$ cat src/inc/ampc_pkg.sv
// =====================================================================
// Shared constants and carriers for the amplifier mode/power control
// =====================================================================
package ampc_pkg;

  // =================================================================
  // Clock and turn-on timing
  // =================================================================
  localparam longint unsigned CLK_HZ      = 64'd125_000_000;
  localparam longint unsigned TURN_ON_MS  = 64'd600;
  // Whole cycles of the nominal turn-on phase
  localparam longint unsigned TURN_ON_CYC = (TURN_ON_MS * CLK_HZ) / 64'd1000;

  // =================================================================
  // Register map (byte addresses, one aligned word each)
  // =================================================================
  localparam int          ADR_W       = 8;
  localparam logic [7:0]  MODE_OFS    = 8'h00;
  localparam logic [7:0]  STATUS_OFS  = 8'h04;

  // Mode register fields
  localparam int          MODE_RUN_BIT   = 0;
  localparam int          MODE_UNMUTE_BIT = 1;
  localparam logic [1:0]  MODE_RST       = 2'h0;

  // Status register fields
  localparam int ST_SHUTDOWN_BIT = 0;
  localparam int ST_MUTE_BIT     = 1;
  localparam int ST_TURN_ON_BIT  = 2;
  localparam int ST_SPEAKER_BIT  = 3;
  localparam int ST_SUPPLY_BIT   = 4;
  localparam int ST_HPSENSE_BIT  = 5;
  localparam int ST_OUTMUTE_BIT  = 6;

  // =================================================================
  // Serial control byte
  // =================================================================
  localparam logic [3:0] SPI_BITS      = 4'h8;
  localparam int         SPI_SEL_BIT   = 7;
  localparam int         SPI_FIX_BIT   = 5;

  // =================================================================
  // Carriers
  // =================================================================
  typedef struct packed {
    logic unmute;
    logic run;
  } ampc_mode_t;

  typedef struct packed {
    logic switching_en;
    logic low_power;
    logic input_connect;
    logic bias_en;
    logic hp_amp_en;
    logic speaker_en;
    logic driver_en;
    logic fets_off;
    logic mute;
  } ampc_drive_t;

  localparam ampc_drive_t DRIVE_RST = '{
    switching_en:  1'b0,
    low_power:     1'b1,
    input_connect: 1'b0,
    bias_en:       1'b0,
    hp_amp_en:     1'b0,
    speaker_en:    1'b0,
    driver_en:     1'b0,
    fets_off:      1'b1,
    mute:          1'b1
  };

endpackage

$ cat src/ampc_top.sv
`timescale 1ns/100ps
// Contract
// - Mode bit 0 written 0 enters shutdown, written 1 returns to operation.
// - In shutdown switching stops and the amplifier sits at lowest current.
// - After power-on the device is in shutdown before any host write.
// - Mode bit 1 written 0 mutes speaker and headphone, written 1 unmutes.
// - Mute disconnects the audio input internally while bias stays applied.
// - After power-on speaker and headphone outputs are muted.
// - The headphone amplifier stays enabled, also while the speaker stage runs.
// - Headphone sense low keeps the speaker stage enabled.
// - Headphone sense high disables the speaker stage.
// - Supply below 8V forces all power transistors off and drivers disabled.
// - After power-up or leaving shutdown a turn-on phase of 600ms runs.
// - During the turn-on phase outputs stay muted whatever the mute bit says.
// - Serial enable held past eight clocks latches only the first eight bits.
module ampc_top #(
  parameter int unsigned TURN_ON_CYCLES = int'(ampc_pkg::TURN_ON_CYC)
) (
  input  wire logic                     mclk_i,
  input  wire logic                     reset_i,
  input  wire logic                     wb_cyc_i,
  input  wire logic                     wb_stb_i,
  input  wire logic                     wb_we_i,
  input  wire logic [ampc_pkg::ADR_W-1:0] wb_adr_i,
  input  wire logic [3:0]               wb_sel_i,
  input  wire logic [31:0]              wb_dat_i,
  output logic      [31:0]              wb_dat_o,
  output logic                          wb_ack_o,
  input  wire logic                     spi_clk_i,
  input  wire logic                     spi_data_i,
  input  wire logic                     spi_enable_n_i,
  input  wire logic                     headphone_sense_input_i,
  input  wire logic                     supply_low_i,
  output ampc_pkg::ampc_drive_t         drive_o
);
  import ampc_pkg::*;

  localparam int CNT_W = $clog2(TURN_ON_CYCLES + 1);
  localparam logic [CNT_W-1:0] CNT_LOAD = CNT_W'(TURN_ON_CYCLES - 1);

  // =================================================================
  // Declarations
  // =================================================================
  ampc_mode_t        mode_ff;
  ampc_mode_t        nxt_mode;
  logic              turn_on_ff;
  logic [CNT_W-1:0]  turn_cnt_ff;
  logic              spi_clk_prev_ff;
  logic [3:0]        spi_cnt_ff;
  logic [6:0]        spi_shift_ff;
  logic              spi_rise;
  logic              spi_apply;
  logic [7:0]        spi_byte;
  logic              wb_req;
  logic              wb_wr_mode;
  ampc_drive_t       nxt_drive;
  logic [31:0]       nxt_rdata;
  logic              leave_shutdown;

  assign wb_req         = wb_cyc_i && wb_stb_i && !wb_ack_o;
  assign wb_wr_mode     = wb_req && wb_we_i && wb_sel_i[0] && (wb_adr_i == MODE_OFS);
  assign leave_shutdown = !mode_ff.run && nxt_mode.run;

  // =================================================================
  // Serial control port
  // =================================================================
  assign spi_rise  = spi_clk_i && !spi_clk_prev_ff;
  assign spi_byte  = {spi_shift_ff[6:0], spi_data_i};
  assign spi_apply = !spi_enable_n_i && spi_rise && (spi_cnt_ff == SPI_BITS - 4'h1);

  always_ff @(posedge mclk_i) begin
    if (reset_i) begin
      spi_clk_prev_ff <= 1'b0;
    end else begin
      spi_clk_prev_ff <= spi_clk_i;
    end
  end

  // Enable going high before the eighth edge drops the partial byte
  always_ff @(posedge mclk_i) begin
    if (reset_i || spi_enable_n_i) begin
      spi_cnt_ff   <= 4'h0;
      spi_shift_ff <= 7'h00;
    end else if (spi_rise && (spi_cnt_ff != SPI_BITS)) begin
      spi_cnt_ff   <= spi_cnt_ff + 4'h1;
      spi_shift_ff <= spi_byte[6:0];
    end
  end

  // =================================================================
  // Mode register
  // =================================================================
  // Bus write is taken after a same-cycle serial byte, so the bus wins
  always_comb begin
    nxt_mode = mode_ff;
    if (spi_apply && !spi_byte[SPI_SEL_BIT] && !spi_byte[SPI_FIX_BIT]) begin
      nxt_mode.run    = spi_byte[MODE_RUN_BIT];
      nxt_mode.unmute = spi_byte[MODE_UNMUTE_BIT];
    end
    if (wb_wr_mode) begin
      nxt_mode.run    = wb_dat_i[MODE_RUN_BIT];
      nxt_mode.unmute = wb_dat_i[MODE_UNMUTE_BIT];
    end
  end

  always_ff @(posedge mclk_i) begin
    if (reset_i) begin
      mode_ff <= ampc_mode_t'(MODE_RST);
    end else begin
      mode_ff <= nxt_mode;
    end
  end

  // =================================================================
  // Turn-on timer
  // =================================================================
  // Power-up lands in shutdown, so the first exit also starts the timer
  always_ff @(posedge mclk_i) begin
    if (reset_i) begin
      turn_on_ff  <= 1'b0;
      turn_cnt_ff <= '0;
    end else if (!nxt_mode.run) begin
      turn_on_ff  <= 1'b0;
      turn_cnt_ff <= '0;
    end else if (leave_shutdown) begin
      turn_on_ff  <= 1'b1;
      turn_cnt_ff <= CNT_LOAD;
    end else if (turn_on_ff) begin
      if (turn_cnt_ff == '0) begin
        turn_on_ff <= 1'b0;
      end else begin
        turn_cnt_ff <= turn_cnt_ff - CNT_W'(1);
      end
    end
  end

  // =================================================================
  // Output controls
  // =================================================================
  always_comb begin
    nxt_drive = DRIVE_RST;
    nxt_drive.switching_en  = mode_ff.run && !supply_low_i;
    nxt_drive.low_power     = !mode_ff.run;
    nxt_drive.mute          = !mode_ff.run || !mode_ff.unmute || turn_on_ff;
    nxt_drive.input_connect = !nxt_drive.mute;
    nxt_drive.bias_en       = mode_ff.run;
    nxt_drive.hp_amp_en     = mode_ff.run;
    nxt_drive.speaker_en    = mode_ff.run && !headphone_sense_input_i;
    nxt_drive.driver_en     = mode_ff.run && !supply_low_i;
    nxt_drive.fets_off      = supply_low_i || !mode_ff.run;
  end

  always_ff @(posedge mclk_i) begin
    if (reset_i) begin
      drive_o <= DRIVE_RST;
    end else begin
      drive_o <= nxt_drive;
    end
  end

  // =================================================================
  // Wishbone slave
  // =================================================================
  // Unmapped addresses still ack and read as zero, so a stray access never hangs
  always_comb begin
    nxt_rdata = 32'h0000_0000;
    case (wb_adr_i)
      MODE_OFS: begin
        nxt_rdata[MODE_RUN_BIT]    = mode_ff.run;
        nxt_rdata[MODE_UNMUTE_BIT] = mode_ff.unmute;
      end
      STATUS_OFS: begin
        nxt_rdata[ST_SHUTDOWN_BIT] = !mode_ff.run;
        nxt_rdata[ST_MUTE_BIT]     = !mode_ff.unmute;
        nxt_rdata[ST_TURN_ON_BIT]  = turn_on_ff;
        nxt_rdata[ST_SPEAKER_BIT]  = drive_o.speaker_en;
        nxt_rdata[ST_SUPPLY_BIT]   = supply_low_i;
        nxt_rdata[ST_HPSENSE_BIT]  = headphone_sense_input_i;
        nxt_rdata[ST_OUTMUTE_BIT]  = drive_o.mute;
      end
      default: begin
        nxt_rdata = 32'h0000_0000;
      end
    endcase
  end

  always_ff @(posedge mclk_i) begin
    if (reset_i) begin
      wb_ack_o <= 1'b0;
    end else begin
      wb_ack_o <= wb_req;
    end
  end

  always_ff @(posedge mclk_i) begin
    if (reset_i) begin
      wb_dat_o <= 32'h0000_0000;
    end else if (wb_req && !wb_we_i) begin
      wb_dat_o <= nxt_rdata;
    end
  end

  // =================================================================
  // Checks
  // =================================================================
  // Busy length kept in a counter, since a long repetition would be slow to check
  logic [CNT_W:0] busy_len_ff;

  always_ff @(posedge mclk_i) begin
    if (reset_i || !turn_on_ff) begin
      busy_len_ff <= '0;
    end else begin
      busy_len_ff <= busy_len_ff + (CNT_W+1)'(1);
    end
  end
endmodule

$ cat config.mk
export PLATFORM = sky130hd
export DESIGN_NAME = ampc_top
export DESIGN_NICKNAME = d
export VERILOG_FILES = /design/src/inc/ampc_pkg.sv /design/src/ampc_top.sv
export SDC_FILE = /design/constraint.sdc
export NUM_CORES = 1
export LEC_CHECK = 0
export BUFFER_PORTS_ARGS = -buffer_cell sky130_fd_sc_hd__buf_4
export CAP_MARGIN = 10
export CORE_ASPECT_RATIO = 2
export CORE_MARGIN = 3
export CORE_UTILIZATION = 42
export CTS_CLUSTER_DIAMETER = 30
export CTS_CLUSTER_SIZE = 16
export DETAILED_ROUTE_END_ITERATION = 16
export GPL_TIMING_DRIVEN = 0
export PLACE_DENSITY = 0.69
export SLEW_MARGIN = 25
export SYNTH_ARGS = -nofsm -noshare
export SYNTH_HDL_FRONTEND = slang
export SYNTH_SLANG_ARGS = --single-unit
$ cat constraint.sdc
create_clock -name mclk_i -period 2.95 [get_ports mclk_i]
set_input_delay 0.4425 -clock mclk_i [delete_from_list [all_inputs] [get_ports mclk_i]]
set_output_delay 0.4425 -clock mclk_i [all_outputs]
set_load 0.1 [all_outputs]
* Word level (Yosys, flattened, before mapping)
Index checks and enable logic that the tools add are counted.
Word-level totals: word-level logic and storage cells 73, bits in registers 57, output and inout port bits 42
Cells by class: mux-type cells 10, add/sub/neg operators 2, bitwise logic cells 2, equality and inequality tests 4, reduce and logical (&&, ||, !) cells 38
Operator list (count):
- 2-to-1 mux 27 bit | 3
- zero test 27 bit | 1
- subtractor 27 x 1 -> 27 bit, second input constant | 1
- logical AND 1 bit | 15
- zero test 1 bit | 11
- == test 8 x 3 -> 1 bit, second input constant | 1
- zero test 8 bit | 1
- 2-to-1 mux 5 bit | 1
- adder 4 x 1 -> 4 bit, second input constant | 1
- == test 4 x 3 -> 1 bit, second input constant | 1
- logical OR 1 bit | 4
- 2-to-1 mux 2 bit | 2
- != test 4 bit, second input constant | 1
- case mux 2 bit (2 select lines) | 1
- AND reduction 2 bit | 2
- nonzero test 2 bit | 2
- 2-to-1 mux 1 bit | 3
- OR reduction 3 bit | 1
- != test 2 bit, second input constant | 1
- NOT 1 bit | 2
- OR reduction 2 bit | 1

* Logic depth before layout (Yosys ltp)
Gate-level depths: netlist of run 1.
depth after elaboration 11, depth in mapped cells 8, gate-level depth less buffers 7

* Least setup slack after synthesis of run 1
Ideal clock, no wire load.
kind input -> register, start point in wb_adr_i[5] (netlist bit), end point reg turn_cnt_ff[4], path buffers 3, library setup time 74 ps, data arrival time 2465 ps, stages on the path 8, required time 2876 ps, setup slack 411 ps, cell sequence or4_4 > or4_4 > buf_6 > o211a_1 > or3_1 > buf_6 > buf_12 > a31oi_2
On the way: word-level cells in the longest chain between the ends 6, elaborated cells on any way between the ends 10
Ends and longest elaborated chain:
- start: declaration | line ampc_top.sv:24 | input wire logic [ampc_pkg::ADR_W-1:0] wb_adr_i,
- zero test 8 bit (*) | line ampc_top.sv:61 | assign wb_wr_mode = wb_req && wb_we_i && wb_sel_i[0] && (wb_adr_i == MODE_OFS);
- logical AND 1 bit (*) | line ampc_top.sv:61
- 2-to-1 mux 2 bit (*) | line ampc_top.sv:100 | if (wb_wr_mode) begin
- logical AND 1 bit | line ampc_top.sv:62 | assign leave_shutdown = !mode_ff.run && nxt_mode.run;
- != test 2 bit (no source line) or nonzero test 2 bit (tied branches)
- AND reduction 2 bit (no source line)
- end signal: assignment | line ampc_top.sv:132 | turn_cnt_ff <= turn_cnt_ff - CNT_W'(1);
- end: declaration | line ampc_top.sv:47 | logic [CNT_W-1:0] turn_cnt_ff;
Every way passes the cells marked *; elsewhere a longest branch is shown, timed or not. A chain may end at the register's enable or synchronous reset.

* Worst setup path in the final report of run 1
start point reg turn_cnt_ff[15], end point reg turn_cnt_ff[19]
On the way: word-level cells in the longest chain between the ends 4, elaborated cells on any way between the ends 7
Ends and longest elaborated chain:
- subtractor 27 x 1 -> 27 bit | line ampc_top.sv:132
- 2-to-1 mux 27 bit | line ampc_top.sv:129 | if (turn_cnt_ff == '0) begin
- 2-to-1 mux 27 bit | line ampc_top.sv:128 | end else if (turn_on_ff) begin
- 2-to-1 mux 27 bit | line ampc_top.sv:125 | end else if (leave_shutdown) begin
Several ways; a longest one is shown, not always the timed one. The select of a mux whose other input is x is not followed.

==> results of run 1 <==
## final timing paths
check / startpoint / endpoint / slack [ns] / cells past startpoint
worst max-delay path: turn_cnt_ff[15]$_SDFFE_PP0P_ / turn_cnt_ff[19]$_SDFFE_PP0P_ / 0.31 / 6
worst min-delay path: headphone_sense_input_i / drive_o[3]$_SDFF_PP0_ / 0.28 / 2
worst max register to register: turn_cnt_ff[15]$_SDFFE_PP0P_ / turn_cnt_ff[19]$_SDFFE_PP0P_ / 0.31 / 6
worst min register to register: mode_ff[1]$_SDFFE_PP0P_ / drive_o[0]$_SDFF_PP1_ / 0.48 / 1
## critical path, cell delays in order, from the launching register on
cell	delay, ns
dfxtp_1	0.36
nor4_1	0.64
nand4_1	0.29
nor3_2	0.50
clkbuf_1	0.44
o31ai_1	0.15
a31oi_2	0.19
## cell families (layout without fill, tap and decap cells)
family,after synthesis,after routing
and+or+nand+nor,119,119
DFF,57,57
AOI/OAI and AO/OA,64,64
buffers and inverters,54,107
adders and majority gates,3,3
muxes,10,10
xor gates and xnor gates,7,7
other,1,25
## power groups by stage
| stage | registers, mW | logic (mW) | clock network, mW |
|---|---|---|---|
| 5_1_grt | 0.775 | 0.231 | 1.29 |
| 6_report | 0.776 | 0.221 | 1.25 |
| 4_1_cts | 0.775 | 0.220 | 1.27 |
| 3_3_place_gp | 0.791 | 0.219 | 0 |
| 2_1_floorplan | 0.795 | 0.186 | 0 |
| 3_5_place_dp | 0.791 | 0.220 | 0 |
## final cells by class
cell class,instances,share of cell area (%)
plain buffers,40,7.742
clock buffers,12,7.265
clock inverters,4,2.660
inverters,14,1.432
multi-input cells,228,39.29
flip-flops and latches,57,31.10
well taps,86,2.933
repair buffers,37,7.572
## registers in the layout (all words and copies together) (netlist names)
name             cells
drive_o              7
spi_cnt_ff           4
wb_dat_o             7
wb_ack_o             1
spi_clk_prev_ff      1
mode_ff              2
turn_cnt_ff         27
turn_on_ff           1
spi_shift_ff         7
## layout by cell type, fill, tap and decap left out, drive strengths merged, types with 13 or more instances in the layout
master and instances:
a21oi 13, or4 16, or3 19, conb 25
clkbuf 20, nor2 32, inv 14, buf 69
dfxtp 57
## stage by stage
step | instance area [sq um] | utilization, % | std cells | power [mW]
2_1_floorplan | 2908 | - | 339 | 0.9813
3_3_place_gp | 3293 | 51.36 | 462 | 1.010
3_5_place_dp | 3293 | 51.36 | 462 | 1.011
4_1_cts | 3657 | 57.03 | 478 | 2.262
5_1_grt | 3669 | 57.21 | 478 | 2.299
6_report | 3669 | 57.21 | 478 | 2.245
## layer usage
metal / part of all wire, % / vias up / wire (microns) / track usage [%]
met1: 35 / 1151 / 2308 / 16.69
met4: 3.7 / 0 / 250 / 13.53
li1: - / 1245 / - / -
met2: 58 / 74 / 3842 / 33.25
met3: 4.1 / 22 / 276 / 3.782
met5: 0 / - / 0 / 0
==> flow_summary.json, run 1 <==
{
  "hpwl_microns": 5051,
  "cts_max_path_buffers": 2,
  "cp-start-kind": "flop",
  "min_period_ns": 2.642,
  "post-route-drc-count": 0,
  "clkPwrFrac_pct": 55.6,
  "wire_per_inst_microns": 13.97,
  "synthArstFlopShare_pct": 0,
  "p_leak_nw": 1.519,
  "p_switching_uw": 527.5,
  "synthAdderAreaFrac_pct": 1.332,
  "design.core.area_sq_um": 6412,
  "cts_buffers": 9,
  "drive_gt1_share_pct": 25.77,
  "multi_input_area_sq_um": 1441,
  "synth_top_family_by_area": "simple AND/OR/NAND/NOR gates",
  "grt_max_degree": 11,
  "synth.distinct_cells": 47,
  "slew_violations": 0,
  "grtUsageTotal_pct": 17.99,
  "htree_num_levels": 3,
  "area_growth_pct": 30.20,
  "rsz0062_at_grt": "false",
  "p_seq_share_pct": 34.5,
  "grt_pass1_wl_microns": 10720,
  "hold_viol_final": 0,
  "clk_latency_ns": 0.33,
  "gp_congestion": 0.8289,
  "routed_wl_microns": 6678,
  "tightest_slew_ns": 0.6947,
  "grt_overflow": 0,
  "crit_type": "flop to flop",
  "hp-class": "primary input to flop",
  "clk_transition_reported_paths_ns": 0.05,
  "post_cts_resized": 0,
  "vias_per_cell": 5.213,
  "cts_tree": "built",
  "io_buffers": 37,
  "syn_area_per_cell_sq_um": 8.945,
  "die_y_microns": 121.8,
  "die_w_microns": 63.92,
  "peakVddDrop_uv": 472.3,
  "drv_cap": 0,
  "antenna_left": 0,
  "yosysTopAreaCell": "dfxtp_1",
  "setup_viol": 0,
  "synth.area.top_cells": "dfxtp_1 (40%), buf_4 (7.2%), nor2_1 (4.3%)",
  "synth-edff-count": 0,
  "synthFlopType": "dfxtp_1",
  "synth_compound_area_share_pct": 16.30,
  "yosysTopAreaCellShare_pct": 40.50,
  "rows": 41,
  "setup_slack_ns": 0.3076,
  "drt_iter0_drc": 120,
  "internal-power_mw": 1.718,
  "pre_cts_slack_ns": 0.01030,
  "io_pins": 96,
  "max_freq_ghz": 0.3784,
  "antenna_cells": 0,
  "syn_inst": 315,
  "netSwitchingFraction_pct": 23.49,
  "worstPathMaxFanout": 10,
  "synth_xor_xnor_area_share_pct": 2.176,
  "antenna_found_initial": 0,
  "finalCritPeriodShare_pct": 89.57,
  "fin_worst_skew_ns": 0.007247,
  "setup-tns-final_ns": 0,
  "cp.required_ns": 3.21,
  "finalNetCount": 444,
  "synth_seq_area_share_pct": 40.50,
  "grt_pass1_vias": 2391,
  "arrival_ns": 2.90,
  "dr.pass1.iters": 4,
  "status": "finished clean",
  "post_cts.repair.setup_buffers": 0,
  "die_area_sq_um": 7787,
  "synth-seq-cells": 57,
  "fillers": 601,
  "synth_warnings": 0,
  "synthSimpleGateAreaFrac_pct": 24.07,
  "register_area_sq_um": 1141,
  "root_buffer": "clkbuf_16",
  "power_density_nw_per_um2": 612.0,
  "slew-limit-headroom_pct": 53.48,
  "synth_area_sq_um": 2818,
  "synth_common_cells": "dfxtp_1 (57), nor2_1 (32), buf_4 (27)",
  "vias": 2492,
  "synthMuxAreaShare_pct": 3.552,
  "clock_sinks": 57,
  "cts_hold_buf": 0,
  "cp-end-kind": "flop",
  "holdWs_ns": 0.2760,
  "yosysMostFrequentCell": "dfxtp_1",
  "start_util_pct": 43.94,
  "combPwrFrac_pct": 9.8
}
(Power assumes the default switching activity.)
==> run 2: changes to the inputs <==
RECOVER_POWER = 100   (was default)
TNS_END_PERCENT = 50   (was default)
==> run 2 against run 1 <==
- critical path depth is 2 higher
- sequential cell count stayed put
- first-iteration DRC count is 3.3% lower
- maximum frequency is 3.1% lower
- sequential share of layout area is 0.83 points higher
- final area is 2.6% lower
- via count is 0.68% higher
- hold slack hardly changed
- critical endpoint unchanged
- largest power group unchanged
==> flow_summary.json, run 2 (synthesis gave the netlist of run 1 again) <==
{
  "root_buffer": "clkbuf_16",
  "fin_worst_skew_ns": 0.007596,
  "hpwl_microns": 5051,
  "area_growth_pct": 26.82,
  "rows": 41,
  "crit_type": "primary input to flop",
  "post_cts.repair.setup_buffers": 0,
  "power_density_nw_per_um2": 627.3,
  "drive_gt1_share_pct": 19.64,
  "cts_max_path_buffers": 2,
  "die_y_microns": 121.8,
  "antenna_left": 0,
  "cp-start-kind": "primary input",
  "cp-endpoint": "turn_cnt_ff[19]$_SDFFE_PP0P_",
  "path_cells": "clkbuf_4 -> or4_1 -> or4_1 -> clkbuf_1 -> mux2i_1 -> nand2_1 -> clkbuf_1 -> a31oi_2",
  "status": "finished clean",
  "slew_violations": 0,
  "tightest_slew_ns": 1.216,
  "die_w_microns": 63.92,
  "die_area_sq_um": 7787,
  "io_pins": 96,
  "drt_iter0_drc": 116,
  "fillers": 625,
  "hp-class": "primary input to flop",
  "cp-end-kind": "flop",
  "total_power_mw": 2.242,
  "finalCritPeriodShare_pct": 92.45,
  "gp_congestion": 0.8289,
  "crit_start": "wb_adr_i[5]",
  "clk_latency_ns": 0.33,
  "grt_pass1_vias": 2391,
  "min_period_ns": 2.727,
  "post_cts_resized": 0,
  "cp.required_ns": 3.12,
  "design.core.area_sq_um": 6412,
  "final_util_pct": 55.73,
  "dr.pass1.iters": 4,
  "vias": 2509,
  "largest_reg_flops": 27,
  "rrSetupSlack_ns": 0.28,
  "cts_hold_buf": 0,
  "clock_sinks": 57,
  "hold_viol_final": 0,
  "finalNetCount": 444,
  "peakVddDrop_uv": 469.1,
  "largest-register": "turn_cnt_ff",
  "htree_num_levels": 3,
  "grtUsageTotal_pct": 17.99,
  "arrival_ns": 2.90,
  "antenna_cells": 0,
  "cts_buffers": 9,
  "mostFrequentLayoutCell": "dfxtp_1",
  "antenna_found_initial": 0,
  "p_leak_nw": 1.432,
  "worstPathMaxFanout": 10,
  "slew-limit-headroom_pct": 19.28,
  "cts_tree": "built",
  "max_freq_ghz": 0.3667,
  "setup-tns-final_ns": 0,
  "setup_slack_ns": 0.2227,
  "cp_num_buf_inv": 3,
  "worstReg2RegEnd": "turn_cnt_ff[19]$_SDFFE_PP0P_",
  "instances_no_fill": 478,
  "drv_cap": 0,
  "place_inst": 462,
  "ff2ff_path_depth": 6,
  "wire_per_inst_microns": 14.06,
  "cp_slowest_stage_delay_ns": 0.56,
  "grt_overflow": 0,
  "crit_slowest_cell": "clkbuf_1",
  "final_cell_mix": "dfxtp_1 (57), buf_4 (45), nor2_1 (32), clkbuf_1 (30), conb_1 (25)",
  "clk_transition_reported_paths_ns": 0.05,
  "pre_cts_slack_ns": 0.01030,
  "cp_num_cells": 8,
  "vias_per_cell": 5.249,
  "rsz0062_at_grt": "false",
  "start_util_pct": 43.94,
  "critPathTopFamily": "simple AND/OR/NAND/NOR gates",
  "io_buffers": 37,
  "post-route-drc-count": 0,
  "grt_pass1_wl_microns": 10720,
  "grt_max_degree": 11,
  "worstReg2RegStart": "turn_cnt_ff[15]$_SDFFE_PP0P_",
  "routed_wl_microns": 6720,
  "setup_viol": 0
}
## run 2: worst min path at each step
| stage | startpoint | end | slack (ns) | depth (start not counted) |
|---|---|---|---|---|
| floorplan | mode_ff[1]$_SDFFE_PP0P_ | drive_o[0]$_SDFF_PP1_ | 0.41 | 1 |
| global route | headphone_sense_input_i | drive_o[3]$_SDFF_PP0_ | 0.27 | 2 |
| CTS | headphone_sense_input_i | drive_o[3]$_SDFF_PP0_ | 0.26 | 2 |
| global placement | mode_ff[1]$_SDFFE_PP0P_ | drive_o[0]$_SDFF_PP1_ | 0.45 | 1 |
| detailed placement | mode_ff[1]$_SDFFE_PP0P_ | drive_o[0]$_SDFF_PP1_ | 0.46 | 1 |
| finish | headphone_sense_input_i | drive_o[3]$_SDFF_PP0_ | 0.28 | 2 |
## run 2: report_power, final
group	internal (mW)	switching [mW]	total, mW
Combinational	0.0497	0.170	0.219
Sequential	0.774	0.00181	0.776
Clock	0.893	0.354	1.25
Total	1.72	0.526	2.24
## run 2: area by class of cell
type                    count  area (sq um)  area share [%]
plain buffers              40         267.8           7.493
inverters                  14         52.55           1.471
multi-input cells         228          1430           40.02
repair buffers             37         210.2           5.882
clock buffers              12         266.5           7.458
well taps                  86         107.6           3.011
flip-flops and latches     57          1141           31.93
clock inverters             4         97.59           2.731
## run 2: per-layer routing
layer | global-route usage (%) | vias to the layer above | routed length, microns
met4 | 13.53 | 0 | 219
li1 | - | 1247 | -
met1 | 16.69 | 1174 | 2363
met5 | 0 | - | 0
met2 | 33.25 | 68 | 3853
met3 | 3.782 | 20 | 283
## run 2: metrics by stage
step | hold slack [ns] | cell area [sq um]
2_1_floorplan | 0.4128 | 2908
3_3_place_gp | 0.4538 | 3293
3_5_place_dp | 0.4552 | 3293
4_1_cts | 0.2650 | 3657
5_1_grt | 0.2678 | 3573
6_report | 0.2762 | 3573
==> run 3: changes to the inputs <==
ABC_CLOCK_PERIOD_IN_PS = 2950   (was default)
CORE_UTILIZATION = 50   (was 42)
PLACE_DENSITY = default   (was 0.69)
PLACE_DENSITY_LB_ADDON = 0.08   (was default)
==> run 3 against run 2 <==
- clock-buffer cell count is 2 lower
- sequential power is essentially flat
- register-to-register slack lost 0.09 ns
- global-route usage up 3.1 points
- worst setup slack lost 0.13 ns
- sequential share of layout area grew 1.7 points
- critical endpoint unchanged
- highest routed layer unchanged
==> flow_summary.json, run 3 (synthesis gave the netlist of run 1 again) <==
{
  "rows": 38,
  "clk_transition_reported_paths_ns": 0.07,
  "place_inst": 436,
  "drt_iter0_drc": 118,
  "p_leak_nw": 1.362,
  "setup-tns-final_ns": 0,
  "vias": 2458,
  "root_buffer": "clkbuf_8",
  "gp_congestion": 0.8213,
  "io_buffers": 37,
  "grtUsageTotal_pct": 21.11,
  "routed_wl_microns": 6349,
  "design.core.area_sq_um": 5420,
  "arrival_ns": 3.13,
  "crit_start": "wb_adr_i[5]",
  "clk_latency_ns": 0.35,
  "drive_gt1_share_pct": 20.15,
  "worstPathMaxFanout": 10,
  "start_util_pct": 51.99,
  "cp-start-kind": "primary input",
  "hold_viol_final": 0,
  "slew-limit-headroom_pct": 19.53,
  "wire_per_inst_microns": 14.05,
  "finalCritPeriodShare_pct": 96.70,
  "max_freq_ghz": 0.3506,
  "fin_worst_skew_ns": 0.008790,
  "hpwl_microns": 4842,
  "antenna_found_initial": 0,
  "io_pins": 96,
  "crit_type": "primary input to flop",
  "rsz0062_at_grt": "false",
  "total_power_mw": 1.777,
  "dr.pass1.iters": 4,
  "area_growth_pct": 20.34,
  "tightest_slew_ns": 1.212,
  "antenna_left": 0,
  "cp.required_ns": 3.22,
  "grt_pass1_vias": 2378,
  "drv_cap": 0,
  "min_period_ns": 2.853,
  "die_y_microns": 112.2,
  "worstReg2RegStart": "turn_cnt_ff[2]$_SDFFE_PP0P_",
  "hp-class": "primary input to flop",
  "mostFrequentLayoutCell": "dfxtp_1",
  "peakVddDrop_uv": 568.3,
  "holdPathStages": 2,
  "cts_buffers": 9,
  "worstReg2RegEnd": "turn_cnt_ff[1]$_SDFFE_PP0P_",
  "ff2ff_path_depth": 6,
  "holdCritStartpoint": "headphone_sense_input_i",
  "largest-register": "turn_cnt_ff",
  "grt_overflow": 0,
  "cts_hold_buf": 0,
  "status": "finished clean",
  "vias_per_cell": 5.438,
  "finalNetCount": 444,
  "setup_viol": 0,
  "largest_reg_flops": 27,
  "die_w_microns": 59.08,
  "cp-end-kind": "flop",
  "die_area_sq_um": 6627,
  "antenna_cells": 0,
  "min_to": "drive_o[3]$_SDFF_PP0_",
  "instances_no_fill": 452,
  "cts_max_path_buffers": 2,
  "grt_pass1_wl_microns": 10450,
  "post_cts.repair.setup_buffers": 0,
  "post-route-drc-count": 0,
  "power_density_nw_per_um2": 524.0,
  "slew_violations": 0,
  "cts_tree": "built",
  "htree_num_levels": 3,
  "rrSetupSlack_ns": 0.19,
  "grt_max_degree": 11,
  "clock_sinks": 57,
  "final_cell_mix": "dfxtp_1 (57), buf_4 (45), nor2_1 (32), clkbuf_1 (29), conb_1 (25)"
}
run 3: changes by cell type in the layout (fill, tap and decap cells not counted), sizes merged:
| cell | delta |
|---|---|
| clkbuf | -4 |
| clkinv | +3 |
| buf | +1 |
| bufinv | -1 |
| dlymetal6s2s | +1 |
run 3: final cells by class:
| cell class | count | area (sq um) |
|---|---|---|
| plain buffers | 40 | 269.0 |
| clock buffers | 10 | 127.6 |
| clock inverters | 6 | 82.58 |
| fillers | 514 | 2029 |
| inverters | 14 | 52.55 |
| multi-input cells | 228 | 1433 |
| flip-flops and latches | 57 | 1141 |
| well taps | 60 | 75.07 |
| repair buffers | 37 | 210.2 |
run 3: metal layers:
layer	up-vias	wire, microns	track usage [%]	share of wire, %
li1	1246	-	-	-
met1	1138	2189	18.94	34
met2	54	3671	37.59	58
met3	20	249	7.825	3.9
met4	0	240	13.16	3.8
met5	-	0	0	0
run 3: worst max path at each step:
stage | endpoint | slack [ns]
after floorplan | turn_cnt_ff[4]$_SDFFE_PP0P_ | 0.41
after global routing | turn_cnt_ff[1]$_SDFFE_PP0P_ | 0.01
final | turn_cnt_ff[19]$_SDFFE_PP0P_ | 0.1
after global placement | turn_cnt_ff[19]$_SDFFE_PP0P_ | -0.03
after detailed placement | turn_cnt_ff[19]$_SDFFE_PP0P_ | -0.02
after CTS | turn_cnt_ff[11]$_SDFFE_PP0P_ | 0.15
run 3: repair_timing:
action / 4_1_cts / 5_1_grt
endpoints found under the setup margin: 0 / 9
endpoints found under the hold margin: 0 / 0
gates resized for setup: 0 / 1
run 3: stage by stage:
step	worst slack, ns	hold WS [ns]	cell area [sq um]	utilization [%]
after global placement	-0.02951	0.4628	3261	60.16
after CTS	0.1517	0.2473	3471	64.04
after floorplan	0.4106	0.4128	2908	-
after detailed placement	-0.01609	0.4633	3261	60.16
final	0.09734	0.2638	3391	62.56
after global routing	0.01124	0.2510	3391	62.56
run 3: report_power, final:
group	switching, mW	total (mW)	internal, mW
clock network	0.313	0.783	0.470
registers	0.00188	0.774	0.772
logic	0.169	0.219	0.0500
run 3: critical path, cell delays in order:
cell	delay, ns
clkbuf_4	0.10
or4_4	0.52
or4_2	0.66
clkbuf_1	0.21
o211a_1	0.15
or3_1	0.35
buf_6	0.15
dlymetal6s2s_1	0.31
a31oi_2	0.22
